`config.mk`:
```
export PLATFORM = sky130hd
export DESIGN_NAME = mpf_flow_tag
export DESIGN_NICKNAME = d
export VERILOG_FILES = /design/src/mpf_skid.v /design/src/mpf_flow_tag.v
export VERILOG_INCLUDE_DIRS = /design/src
export SDC_FILE = /design/constraint.sdc
export NUM_CORES = 1
export LEC_CHECK = 0
export BUFFER_PORTS_ARGS = -buffer_cell sky130_fd_sc_hd__buf_2
export CELL_PAD_IN_SITES_DETAIL_PLACEMENT = 0
export CELL_PAD_IN_SITES_GLOBAL_PLACEMENT = 1
export CORE_MARGIN = 4
export CORE_UTILIZATION = 42
export CTS_BUF_LIST = sky130_fd_sc_hd__clkbuf_16
export CTS_CLUSTER_DIAMETER = 50
export CTS_CLUSTER_SIZE = 28
export DETAILED_ROUTE_END_ITERATION = 8
export PLACE_DENSITY_LB_ADDON = 0.05
export SYNTH_ARGS = -nofsm -noshare
export SYNTH_HDL_FRONTEND = slang
export SYNTH_SLANG_ARGS = --single-unit
```
`constraint.sdc`:
```
create_clock -name clk_sys -period 3.92 [get_ports clk_sys]
set_input_delay 0.588 -clock clk_sys [delete_from_list [all_inputs] [get_ports clk_sys]]
set_output_delay 0.588 -clock clk_sys [all_outputs]
set_load 0.01 [all_outputs]
```
`src/mpf_map.vh`:
```
// Register map and timing constants for the pause flow-control and tag-detect block.
// Functional notes
// - With pass bit set, a valid pause frame sets the packet filter status bit.
// - With pass bit clear, pause frames leave the packet filter status bit cleared.
// - Pause frames are decoded and obeyed only in full duplex with enable set.
// - Every received frame's data is forwarded, whatever its errors or filter result.
// - Promiscuous mode overrides the pass bit in status; an address match does not.
// - Valid pause holds the transmitter off for pause time times slot time.
// - With the enable bit clear no control frame is decoded and nothing pauses.
// - In half duplex the enable bit switches the backpressure function.
// - Busy flag is high while a pause frame is sent or backpressure applied.
// - Busy flag returns to zero once the pause frame has been sent.
// - First tag identifier is compared with received bytes thirteen and fourteen.
// - Second tag identifier is compared with received bytes thirteen and fourteen.
// - A tagged frame may be 1522 bytes long instead of 1518.
// - Upper half pause time field goes into each generated pause frame.
// - No pause frame and no backpressure while the transmitter is disabled.
`ifndef MPF_MAP_VH
`define MPF_MAP_VH
`define MPF_ADDR_W         4
`define MPF_OFS_PAUSE_CTL  4'h8
`define MPF_OFS_TAG_ONE    4'h9
`define MPF_OFS_TAG_TWO    4'hA
`define MPF_RST_PAUSE_CTL  32'h00000000
`define MPF_RST_TAG        16'h0000
`define MPF_BIT_BUSY       0
`define MPF_BIT_ENABLE     1
`define MPF_BIT_PASS       2
`define MPF_PT_HI          31
`define MPF_PT_LO          16
`define MPF_CLK_NS         10
`define MPF_SLOT_BITS      512
`define MPF_BIT_NS_100     10
`define MPF_BIT_NS_10      100
`define MPF_MAX_LEN        11'h5EE
`define MPF_MAX_LEN_TAG    11'h5F2
`define MPF_POS_TYPE_HI    11'h00C
`define MPF_POS_TYPE_LO    11'h00D
`define MPF_POS_OP_HI      11'h00E
`define MPF_POS_OP_LO      11'h00F
`define MPF_POS_PT_HI      11'h010
`define MPF_POS_PT_LO      11'h011
`define MPF_CTL_TYPE       16'h8808
`define MPF_PAUSE_OPCODE   16'h0001
`define MPF_BUF_W          11
`endif

```
`src/mpf_skid.v`:
```
// Two-entry buffer with valid and ready on both sides.
`timescale 1ns/1ps
module mpf_skid #(
  parameter W = 11
) (
  clk_sys,
  rst_b,
  in_data,
  in_valid,
  in_ready,
  out_data,
  out_valid,
  out_ready
);
  input  wire         clk_sys;
  input  wire         rst_b;
  input  wire [W-1:0] in_data;
  input  wire         in_valid;
  output wire         in_ready;
  output wire [W-1:0] out_data;
  output wire         out_valid;
  input  wire         out_ready;

  reg [W-1:0] mem_q [0:1];
  reg         wr_ptr_q;
  reg         rd_ptr_q;
  reg [1:0]   count_q;
  wire        push;
  wire        pop;

  assign in_ready  = (count_q != 2'h2);
  assign out_valid = (count_q != 2'h0);
  assign out_data  = mem_q[rd_ptr_q];
  assign push      = in_valid & in_ready;
  assign pop       = out_valid & out_ready;

  always @(posedge clk_sys or negedge rst_b) begin
    if (!rst_b) begin
      mem_q[0] <= {W{1'b0}};
      mem_q[1] <= {W{1'b0}};
      wr_ptr_q <= 1'b0;
      rd_ptr_q <= 1'b0;
      count_q  <= 2'h0;
    end else begin
      if (push) begin
        mem_q[wr_ptr_q] <= in_data;
        wr_ptr_q        <= ~wr_ptr_q;
      end
      if (pop) begin
        rd_ptr_q <= ~rd_ptr_q;
      end
      if (push & ~pop) begin
        count_q <= count_q + 2'h1;
      end else if (pop & ~push) begin
        count_q <= count_q - 2'h1;
      end
    end
  end
endmodule

```
`src/mpf_flow_tag.v`:
```
// Pause flow control, backpressure and tag detection for a 10/100 MAC receive path.
`timescale 1ns/1ps
`include "mpf_map.vh"
module mpf_flow_tag #(
  parameter SLOT_CYC_10 = `MPF_SLOT_BITS * `MPF_BIT_NS_10 / `MPF_CLK_NS
) (
  clk_sys,
  rst_b,
  reg_addr,
  reg_wdata,
  reg_wr,
  reg_rd,
  reg_rdata,
  full_duplex,
  speed_100,
  tx_enable,
  promisc_mode,
  addr_match,
  bp_request,
  pause_trigger,
  rx_in_data,
  rx_in_sof,
  rx_in_eof,
  rx_in_err,
  rx_in_valid,
  rx_in_ready,
  rx_out_data,
  rx_out_sof,
  rx_out_eof,
  rx_out_err,
  rx_out_valid,
  rx_out_ready,
  rx_stat_valid,
  rx_stat_filter,
  rx_stat_tag_one,
  rx_stat_tag_two,
  rx_stat_too_long,
  rx_stat_pause,
  tx_pause_req,
  tx_pause_time,
  tx_pause_done,
  tx_hold,
  backpressure
);
  input  wire                  clk_sys;
  input  wire                  rst_b;
  input  wire [`MPF_ADDR_W-1:0] reg_addr;
  input  wire [31:0]           reg_wdata;
  input  wire                  reg_wr;
  input  wire                  reg_rd;
  output reg  [31:0]           reg_rdata;
  input  wire                  full_duplex;
  input  wire                  speed_100;
  input  wire                  tx_enable;
  input  wire                  promisc_mode;
  input  wire                  addr_match;
  input  wire                  bp_request;
  input  wire                  pause_trigger;
  input  wire [7:0]            rx_in_data;
  input  wire                  rx_in_sof;
  input  wire                  rx_in_eof;
  input  wire                  rx_in_err;
  input  wire                  rx_in_valid;
  output wire                  rx_in_ready;
  output wire [7:0]            rx_out_data;
  output wire                  rx_out_sof;
  output wire                  rx_out_eof;
  output wire                  rx_out_err;
  output wire                  rx_out_valid;
  input  wire                  rx_out_ready;
  output reg                   rx_stat_valid;
  output reg                   rx_stat_filter;
  output reg                   rx_stat_tag_one;
  output reg                   rx_stat_tag_two;
  output reg                   rx_stat_too_long;
  output reg                   rx_stat_pause;
  output reg                   tx_pause_req;
  output wire [15:0]           tx_pause_time;
  input  wire                  tx_pause_done;
  output wire                  tx_hold;
  output reg                   backpressure;

  localparam integer SLOT_100_I  = `MPF_SLOT_BITS * `MPF_BIT_NS_100 / `MPF_CLK_NS;
  localparam [12:0] SLOT_CYC_100 = SLOT_100_I[12:0];
  localparam [12:0] SLOT_10_W    = SLOT_CYC_10[12:0];
  localparam [31:0] RST_CTL      = `MPF_RST_PAUSE_CTL;
  localparam [0:0]  ST_IDLE      = 1'b0;
  localparam [0:0]  ST_SEND      = 1'b1;

  // Pause control register fields and the two tag identifiers.
  reg  [15:0] pause_time_field_q;
  reg         pass_pause_frames_bit_q;
  reg         pause_function_enable_bit_q;
  reg  [15:0] first_tag_identifier_q;
  reg  [15:0] second_tag_identifier_q;
  reg         pause_busy_flag;

  // Receive parse state.
  reg  [10:0] byte_cnt_q;
  reg         in_frame_q;
  reg  [15:0] type_q;
  reg  [15:0] opcode_q;
  reg  [15:0] rx_pause_val_q;
  reg         da_ok_q;

  // Pause timer and pause frame sender.
  reg  [15:0] quanta_q;
  reg  [12:0] slot_cnt_q;
  reg         tx_state_q;

  wire        beat;
  wire        frame_end;
  wire        pause_active;
  wire [15:0] type_full;
  wire [15:0] op_full;
  wire [15:0] pt_full;
  wire        tag_one_hit;
  wire        tag_two_hit;
  wire        is_pause;
  wire [10:0] len_now;
  wire [10:0] max_len;
  wire [12:0] slot_len;

  // Byte of the reserved multicast address that every pause frame carries.
  function [7:0] pause_da_byte;
    input [10:0] idx;
    begin
      case (idx)
        11'h000: pause_da_byte = 8'h01;
        11'h001: pause_da_byte = 8'h80;
        11'h002: pause_da_byte = 8'hC2;
        11'h003: pause_da_byte = 8'h00;
        11'h004: pause_da_byte = 8'h00;
        default: pause_da_byte = 8'h01;
      endcase
    end
  endfunction

  // Every beat goes into the buffer unfiltered; status reports what was seen.
  mpf_skid #(
    .W (`MPF_BUF_W)
  ) u_skid (
    .clk_sys   (clk_sys),
    .rst_b     (rst_b),
    .in_data   ({rx_in_err, rx_in_eof, rx_in_sof, rx_in_data}),
    .in_valid  (rx_in_valid),
    .in_ready  (rx_in_ready),
    .out_data  ({rx_out_err, rx_out_eof, rx_out_sof, rx_out_data}),
    .out_valid (rx_out_valid),
    .out_ready (rx_out_ready)
  );

  assign beat      = rx_in_valid & rx_in_ready;
  assign frame_end = beat & rx_in_eof;
  assign len_now   = rx_in_sof ? 11'h001 : byte_cnt_q + 11'h001;

  // The frame's last byte may itself complete a field, so merge it in here.
  assign type_full = (byte_cnt_q == `MPF_POS_TYPE_LO) ? {type_q[15:8], rx_in_data} : type_q;
  assign op_full   = (byte_cnt_q == `MPF_POS_OP_LO) ? {opcode_q[15:8], rx_in_data} : opcode_q;
  assign pt_full   = (byte_cnt_q == `MPF_POS_PT_LO) ? {rx_pause_val_q[15:8], rx_in_data} : rx_pause_val_q;

  assign tag_one_hit = (len_now > `MPF_POS_TYPE_LO) && (type_full == first_tag_identifier_q);
  assign tag_two_hit = (len_now > `MPF_POS_TYPE_LO) && (type_full == second_tag_identifier_q);
  assign max_len     = (tag_one_hit | tag_two_hit) ? `MPF_MAX_LEN_TAG : `MPF_MAX_LEN;

  // Control frames are recognised only with the function enabled in full duplex.
  assign is_pause = pause_function_enable_bit_q & full_duplex & da_ok_q & ~rx_in_err &
                    (len_now > `MPF_POS_PT_LO) && (type_full == `MPF_CTL_TYPE) &&
                    (op_full == `MPF_PAUSE_OPCODE);

  always @(posedge clk_sys or negedge rst_b) begin
    if (!rst_b) begin
      byte_cnt_q     <= 11'h000;
      in_frame_q     <= 1'b0;
      type_q         <= 16'h0000;
      opcode_q       <= 16'h0000;
      rx_pause_val_q <= 16'h0000;
      da_ok_q        <= 1'b0;
    end else if (beat) begin
      if (rx_in_sof) begin
        byte_cnt_q <= 11'h001;
        da_ok_q    <= (rx_in_data == pause_da_byte(11'h000));
      end else if (byte_cnt_q != 11'h7FF) begin
        byte_cnt_q <= byte_cnt_q + 11'h001;
        if (byte_cnt_q < 11'h006) begin
          da_ok_q <= da_ok_q & (rx_in_data == pause_da_byte(byte_cnt_q));
        end
      end
      in_frame_q <= ~rx_in_eof;
      if (byte_cnt_q == `MPF_POS_TYPE_HI) begin
        type_q[15:8] <= rx_in_data;
      end
      if (byte_cnt_q == `MPF_POS_TYPE_LO) begin
        type_q[7:0] <= rx_in_data;
      end
      if (byte_cnt_q == `MPF_POS_OP_HI) begin
        opcode_q[15:8] <= rx_in_data;
      end
      if (byte_cnt_q == `MPF_POS_OP_LO) begin
        opcode_q[7:0] <= rx_in_data;
      end
      if (byte_cnt_q == `MPF_POS_PT_HI) begin
        rx_pause_val_q[15:8] <= rx_in_data;
      end
      if (byte_cnt_q == `MPF_POS_PT_LO) begin
        rx_pause_val_q[7:0] <= rx_in_data;
      end
    end
  end

  // Status is presented for one cycle after the frame's last byte is taken.
  always @(posedge clk_sys or negedge rst_b) begin
    if (!rst_b) begin
      rx_stat_valid    <= 1'b0;
      rx_stat_filter   <= 1'b0;
      rx_stat_tag_one  <= 1'b0;
      rx_stat_tag_two  <= 1'b0;
      rx_stat_too_long <= 1'b0;
      rx_stat_pause    <= 1'b0;
    end else begin
      rx_stat_valid <= frame_end;
      if (frame_end) begin
        rx_stat_tag_one  <= tag_one_hit;
        rx_stat_tag_two  <= tag_two_hit;
        rx_stat_too_long <= len_now > max_len;
        rx_stat_pause    <= is_pause;
        if (promisc_mode) begin
          rx_stat_filter <= 1'b1;
        end else if (is_pause) begin
          rx_stat_filter <= pass_pause_frames_bit_q;
        end else begin
          rx_stat_filter <= addr_match;
        end
      end
    end
  end

  // Pause interval: quanta of 512 bit times, length picked by link speed.
  assign slot_len     = speed_100 ? SLOT_CYC_100 : SLOT_10_W;
  assign pause_active = (quanta_q != 16'h0000);
  assign tx_hold      = pause_active;

  always @(posedge clk_sys or negedge rst_b) begin
    if (!rst_b) begin
      quanta_q   <= 16'h0000;
      slot_cnt_q <= 13'h0000;
    end else if (frame_end && is_pause) begin
      quanta_q   <= pt_full;
      slot_cnt_q <= slot_len - 13'h0001;
    end else if (!pause_function_enable_bit_q) begin
      quanta_q   <= 16'h0000;
      slot_cnt_q <= 13'h0000;
    end else if (pause_active) begin
      if (slot_cnt_q == 13'h0000) begin
        quanta_q   <= quanta_q - 16'h0001;
        slot_cnt_q <= slot_len - 13'h0001;
      end else begin
        slot_cnt_q <= slot_cnt_q - 13'h0001;
      end
    end
  end

  // Pause frame sender: a request holds until the transmitter reports it sent.
  assign tx_pause_time = pause_time_field_q;

  always @(posedge clk_sys or negedge rst_b) begin
    if (!rst_b) begin
      tx_state_q   <= ST_IDLE;
      tx_pause_req <= 1'b0;
    end else begin
      case (tx_state_q)
        ST_IDLE: begin
          if (pause_trigger && full_duplex && tx_enable) begin
            tx_state_q   <= ST_SEND;
            tx_pause_req <= 1'b1;
          end
        end
        ST_SEND: begin
          if (tx_pause_done) begin
            tx_state_q   <= ST_IDLE;
            tx_pause_req <= 1'b0;
          end
        end
        default: begin
          tx_state_q   <= ST_IDLE;
          tx_pause_req <= 1'b0;
        end
      endcase
    end
  end

  // Half-duplex backpressure, gated by the enable bit and the transmitter.
  always @(posedge clk_sys or negedge rst_b) begin
    if (!rst_b) begin
      backpressure <= 1'b0;
    end else begin
      backpressure <= ~full_duplex & pause_function_enable_bit_q & tx_enable & bp_request;
    end
  end

  always @* begin
    pause_busy_flag = tx_pause_req | backpressure;
  end

  // Register writes. The busy bit is status only; a written value is ignored.
  always @(posedge clk_sys or negedge rst_b) begin
    if (!rst_b) begin
      pause_time_field_q          <= RST_CTL[`MPF_PT_HI:`MPF_PT_LO];
      pass_pause_frames_bit_q     <= 1'b0;
      pause_function_enable_bit_q <= 1'b0;
      first_tag_identifier_q      <= `MPF_RST_TAG;
      second_tag_identifier_q     <= `MPF_RST_TAG;
    end else if (reg_wr) begin
      case (reg_addr)
        `MPF_OFS_PAUSE_CTL: begin
          pause_time_field_q          <= reg_wdata[`MPF_PT_HI:`MPF_PT_LO];
          pass_pause_frames_bit_q     <= reg_wdata[`MPF_BIT_PASS];
          pause_function_enable_bit_q <= reg_wdata[`MPF_BIT_ENABLE];
        end
        `MPF_OFS_TAG_ONE: begin
          first_tag_identifier_q <= reg_wdata[15:0];
        end
        `MPF_OFS_TAG_TWO: begin
          second_tag_identifier_q <= reg_wdata[15:0];
        end
        default: begin
          first_tag_identifier_q <= first_tag_identifier_q;
        end
      endcase
    end
  end

  // Read data stands in the cycle after the read strobe; unmapped reads give zero.
  always @(posedge clk_sys or negedge rst_b) begin
    if (!rst_b) begin
      reg_rdata <= 32'h00000000;
    end else if (reg_rd) begin
      case (reg_addr)
        `MPF_OFS_PAUSE_CTL: reg_rdata <= {pause_time_field_q, 13'h0000, pass_pause_frames_bit_q,
                                          pause_function_enable_bit_q, pause_busy_flag};
        `MPF_OFS_TAG_ONE:   reg_rdata <= {16'h0000, first_tag_identifier_q};
        `MPF_OFS_TAG_TWO:   reg_rdata <= {16'h0000, second_tag_identifier_q};
        default:            reg_rdata <= 32'h00000000;
      endcase
    end else begin
      reg_rdata <= 32'h00000000;
    end
  end
endmodule

```
Yosys cells after proc, flatten, opt, wreduce, memory -nomap -nowiden

Index checks and enable logic that the tools add are counted.

Add/sub/neg operators: 6
$lt $le $gt $ge: 7
Equal/unequal tests: 25
Mux-type cells: 42
Bitwise gates (word level): 24
Reduce and logical (&&, ||, !) cells: 28

Operator list:

| operator                | count |
|---|---|
| $pmux W32 S3            | 1 |
| $mux W11                | 7 |
| $mux W13                | 5 |
| $mux W16                | 4 |
| $mux W8                 | 7 |
| $eq A11 B4 Y1 const B   | 4 |
| $eq A16 B16 Y1          | 2 |
| $mux W32                | 1 |
| $sub A13 B1 Y13 const B | 2 |
| $pmux W8 S3             | 1 |
| $reduce_and A2 Y1       | 12 |
| $bwmux W22              | 1 |
| $eq A11 B2 Y1 const B   | 2 |
| $eq A11 B5 Y1 const B   | 2 |
| $eq A16 B1 Y1 const B   | 1 |
| $eq A16 B16 Y1 const B  | 1 |
| $reduce_bool A16 Y1     | 1 |
| $sub A16 B1 Y16 const B | 1 |
| $and A1 B1 Y1           | 13 |
| $logic_not A13 Y1       | 1 |
| $eq A4 B4 Y1 const B    | 3 |
| $add A11 B1 Y11 const B | 1 |
| $demux W11 S1           | 1 |
| $eq A11 B1 Y1 const B   | 1 |
| 26 further kinds        | 57 |

Register bits: 206
Input port bits: 61
Output and inout port bits: 70
Word-level logic and storage cells: 162

Longest topological paths before layout

Depth in word-level cells: 12
Mapped depth: 17
Depth with buffers taken out: 15

By module

From an unflattened synthesis, not the netlist that was laid out.

Cells, all modules: 907
Area, all modules: 10349.9 µm²

Modules (own cells, without submodules):

| module       | instances | cells each | area each (µm²) | sequential area each (µm²) |
|---|---|---|---|---|
| mpf_flow_tag | 1         | 832        | 9092.5          | 4504.3 |
| mpf_skid     | 1         | 75         | 1257.5          | 650.6 |

Worst setup path before layout

OpenSTA, ideal clock, no wires.

Path type: register to register
Start: register byte_cnt_q[0]
End: register rx_stat_too_long
Library setup time: 0.095 ns
Data arrival time: 3.345 ns
Data required time: 3.825 ns
Path slack: 0.479 ns
Cell stages (with the launch flop): 15
Path buffers: 0
Period minus slack after synthesis: 3.441 ns
Cell sequence: dfrtp_1 > ha_1 > and4_4 > nand3_1 > mux2i_1 > o31ai_1 > or4_4 > nor3_4 > a21oi_1 > ha_1 > a21o_1 > a21oi_1 > a2111oi_0 > a21oi_1 > o31ai_1

Longest elaborated chain between the ends: 7
Elaborated cells on any way between the ends: 12
Classes of those cells: add/sub: 1; order compare: 2; eq/ne: 3; mux: 3; bitwise: 1; reduce/logical: 2

Ends and longest elaborated chain:

| what                                                    | RTL line                               | RTL |
|---|---|---|
| start: declaration                                      | mpf_flow_tag.v:99                      | `reg [10:0] byte_cnt_q;` |
| start signal: assignment                                | mpf_flow_tag.v:184                     | `byte_cnt_q <= byte_cnt_q + 11'h001;` |
| $add A11 B1 Y11 / $eq A11 B4 Y1 (equally long branches) | n/a                                    |  |
| $mux W11 / $mux W8 (equally long branches)              | mpf_flow_tag.v:155, mpf_flow_tag.v:158 |  |
| $gt A11 B4 Y1 (no line), or another cell as far along   | n/a                                    |  |
| $logic_and A1 B1 Y1, on equally long branches           | mpf_flow_tag.v:162, mpf_flow_tag.v:163 |  |
| $or A1 B1 Y1                                            | mpf_flow_tag.v:164                     | `` assign max_len = (tag_one_hit \| tag_two_hit) ? `MPF_MAX_LEN_TAG : `MPF_MAX_LEN; `` |
| $mux W5 (no line)                                       | n/a                                    |  |
| $gt A11 B11 Y1 (*)                                      | mpf_flow_tag.v:225                     | `rx_stat_too_long <= len_now > max_len;` |
| end signal: assignment                                  | mpf_flow_tag.v:225                     |  |
| end: declaration                                        | mpf_flow_tag.v:75                      | `output reg rx_stat_too_long;` |

Mark *: on every way between the ends. The rest lies on a longest branch, timed or not.
A chain may end at the register's enable or synchronous reset.

Worst setup path in the final report

Start: register byte_cnt_q[1]
End: register rx_stat_too_long

Same word-level chain as after synthesis.

==> results.json <==
{
  "ys.flop_type": "dfrtp_1",
  "layout_commonest_cell": "dfrtp_1",
  "synth_area_leaders": "dfrtp_1 (51%), mux2_2 (12%), o21ai_0 (3.3%)",
  "hold_violations": 0,
  "synth_seq_cells": 206,
  "max_freq_mhz": 270,
  "ioPinCount": 131,
  "drtIter0Drc": 436,
  "drive_above_1_share_pct": 30.5,
  "antenna_cells": 0,
  "top_layer_used": "met4",
  "vias": 7521,
  "grt_pass1_vias": 7614,
  "power.leakage_nw": 5.78,
  "min_path_type": "in2async",
  "cts_tree": "done",
  "grt-ovfl-total": 0,
  "relSlewSlack_pct": 36.4,
  "dieArea_mm2": 0.0264,
  "wl_per_cell_um": 18.1,
  "grt_max_degree": 77,
  "worst_ep_required_time_ns": 4.35,
  "drv_cap": 0,
  "synth_area_per_cell_um2": 10.7,
  "htree_levels": 1,
  "area_growth_pct": 20.5,
  "status": "finished clean",
  "synth-seq-area-share_pct": 51.5,
  "synthCells": 932,
  "design.core.area_mm2": 0.0235,
  "grt_pass1_wl_um": 41700,
  "clock-sinks": 206,
  "antenna_found_initial": 0,
  "track_usage_pct": 19.5,
  "rsz0062_at_grt": "false",
  "ir_worst_vdd_uv": 384,
  "row_count": 56,
  "cts_max_path_buffers": 3,
  "place_area_mm2": 0.0111,
  "drt-met1-wl_um": 11800,
  "wl_met3_um": 1080,
  "drtAntennaViolNets": 0,
  "ys_types": 65,
  "synthesis.area_mm2": 0.0100,
  "hpwlAfterDp_um": 18400,
  "numPortBuffers": 130,
  "dieHeight_um": 162,
  "crit_fanout": 8,
  "most-common-layout-cells": "dfrtp_1 (206), buf_2 (129), mux2_2 (109), nand2_1 (87), o21ai_0 (67)",
  "async_flop_share_pct": 100,
  "wl_met2_um": 12200,
  "worst_pin_slew_ns": 0.951,
  "cts_root_buffer": "clkbuf_16",
  "nNetsFinal": 1150,
  "yosysWarnings": 0,
  "powerDensity_mw_per_mm2": 538,
  "synth_top_area_share_pct": 51.5,
  "syn-num-nets": 1003,
  "numCtsBuffers": 27,
  "period_minus_slack_ns": 3.70,
  "critPathKind": "reg2reg",
  "wl_um": 25700,
  "setup-violations-final": 0,
  "fin_tns_setup_ns": 0,
  "clk_pin_slew_worst_paths_ns": 0.07,
  "viasPerCell": 5.30,
  "remaining_drc_errors": 0,
  "slew_violations": 0,
  "drt_first_pass_iters": 5,
  "synth_edf_count": 0,
  "period_share_pct": 94.4,
  "skew_ns": 0.0189,
  "critPathLaunchType": "flip-flop",
  "stdcell_area_mm2": 0.0121,
  "yosysTopAreaCell": "dfrtp_1",
  "clk_latency_ns": 0.54,
  "die_w_um": 162,
  "initial_utilization_pct": 42.7,
  "routabilityCongestion": 0.850,
  "end_kind": "flip-flop",
  "cp_data_arrival_time_ns": 4.13
}
-- worst max-delay path, cell delays in order, from the launching register on --
cell and delay (ns):
dfrtp_1 0.46, ha_1 0.20, and4_4 0.26, nand3_1 0.09
mux2i_1 0.28, o31ai_1 0.16, or4_4 0.58, nor3_4 0.26
a21oi_2 0.07, ha_1 0.30, a21o_1 0.11, a21oi_1 0.06
a2111oi_1 0.43, a21oi_1 0.12, o31ai_1 0.21
-- flip-flops by register name, indices dropped and copies added (netlist names), 2 cells and up --
signal / flops
reg_rdata: 32
u_skid.mem_q: 22
first_tag_identifier_q: 16
opcode_q: 16
quanta_q: 16
rx_pause_val_q: 16
second_tag_identifier_q: 16
tx_pause_time: 16
type_q: 16
slot_cnt_q: 13
byte_cnt_q: 11
u_skid.count_q: 2
-- cell families after synthesis --
group	share of synthesized area, %
AOI/OAI and AO/OA	9.65
xor gates and xnor gates	4.55
adders and majority gates	1.25
buffers and inverters	3.34
DFF	51.5
muxes	14.3
and+or+nand+nor	15.4
-- report_power, final --
part / leakage (nW) / switching (mW) / internal, mW
logic: 2.63 / 0.642 / 0.638
registers: 2.70 / 0.276 / 2.43
clock network: 0.447 / 0.971 / 1.53
-- timing repair --
action / in CTS / in global routing
hold buffers: 0 / 0
setup endpoints to repair: 0 / 1
gates resized for setup: 0 / 4
buffers inserted: 0 / 1
-- layer usage --
| layer | up-vias | GRT usage (%) |
|---|---|---|
| li1 | 3636 | - |
| met2 | 167 | 31.8 |
| met4 | 0 | 4.96 |
| met1 | 3670 | 27.9 |
| met3 | 48 | 2.33 |
| met5 | - | 0 |
-- final timing paths --
check	cells after the start	endpoint	start	slack [ns]
max	14	rx_stat_too_long	byte_cnt_q[1]	0.22
max in group asynchronous	2	tx_pause_time[2]	rst_b	2.89
min in group clk_sys	2	tx_state_q	tx_pause_done	0.26
min reg2reg	2	rx_pause_val_q[1]	rx_pause_val_q[1]	0.48
max reg2reg	14	rx_stat_too_long	byte_cnt_q[1]	0.22
min	1	slot_cnt_q[10]	rst_b	0.07
-- layout make-up --
class                      instances  area (um^2)
timing repair buffer             165          935
tap                              319          399
inverter                          33          124
clock buffer                      27          676
sequential                       206         5150
clock inverter                    23          243
multi-input combinational        646         4540
fill                            2202        11400
-- through the flow --
step | worst slack [ns] | hold slack, ns | power [mW] | std cells | util, %
floorplan | 0.479 | 0.292 | 3.53 | 932 | -
global placement | 0.149 | 0.460 | 4.03 | 1368 | 47.4
detailed placement | 0.147 | 0.469 | 4.03 | 1368 | 47.4
CTS | 0.0817 | 0.0976 | 6.58 | 1418 | 51.3
global route | 0.00488 | 0.115 | 6.84 | 1419 | 51.4
finish | 0.220 | 0.0736 | 6.49 | 1419 | 51.4
-- synthesized netlist by cell type, types with 18 or more instances --
master,instances
nand2_1,87
a21oi_1,25
nor4_1,18
dfrtp_1,206
clkbuf_1,31
and3_1,21
inv_1,31
xor2_1,26
nor2_1,58
nand3_1,28
xnor2_1,26
o21ai_0,67
mux2_2,109
Note: power is estimated with default switching activity, not from simulation.
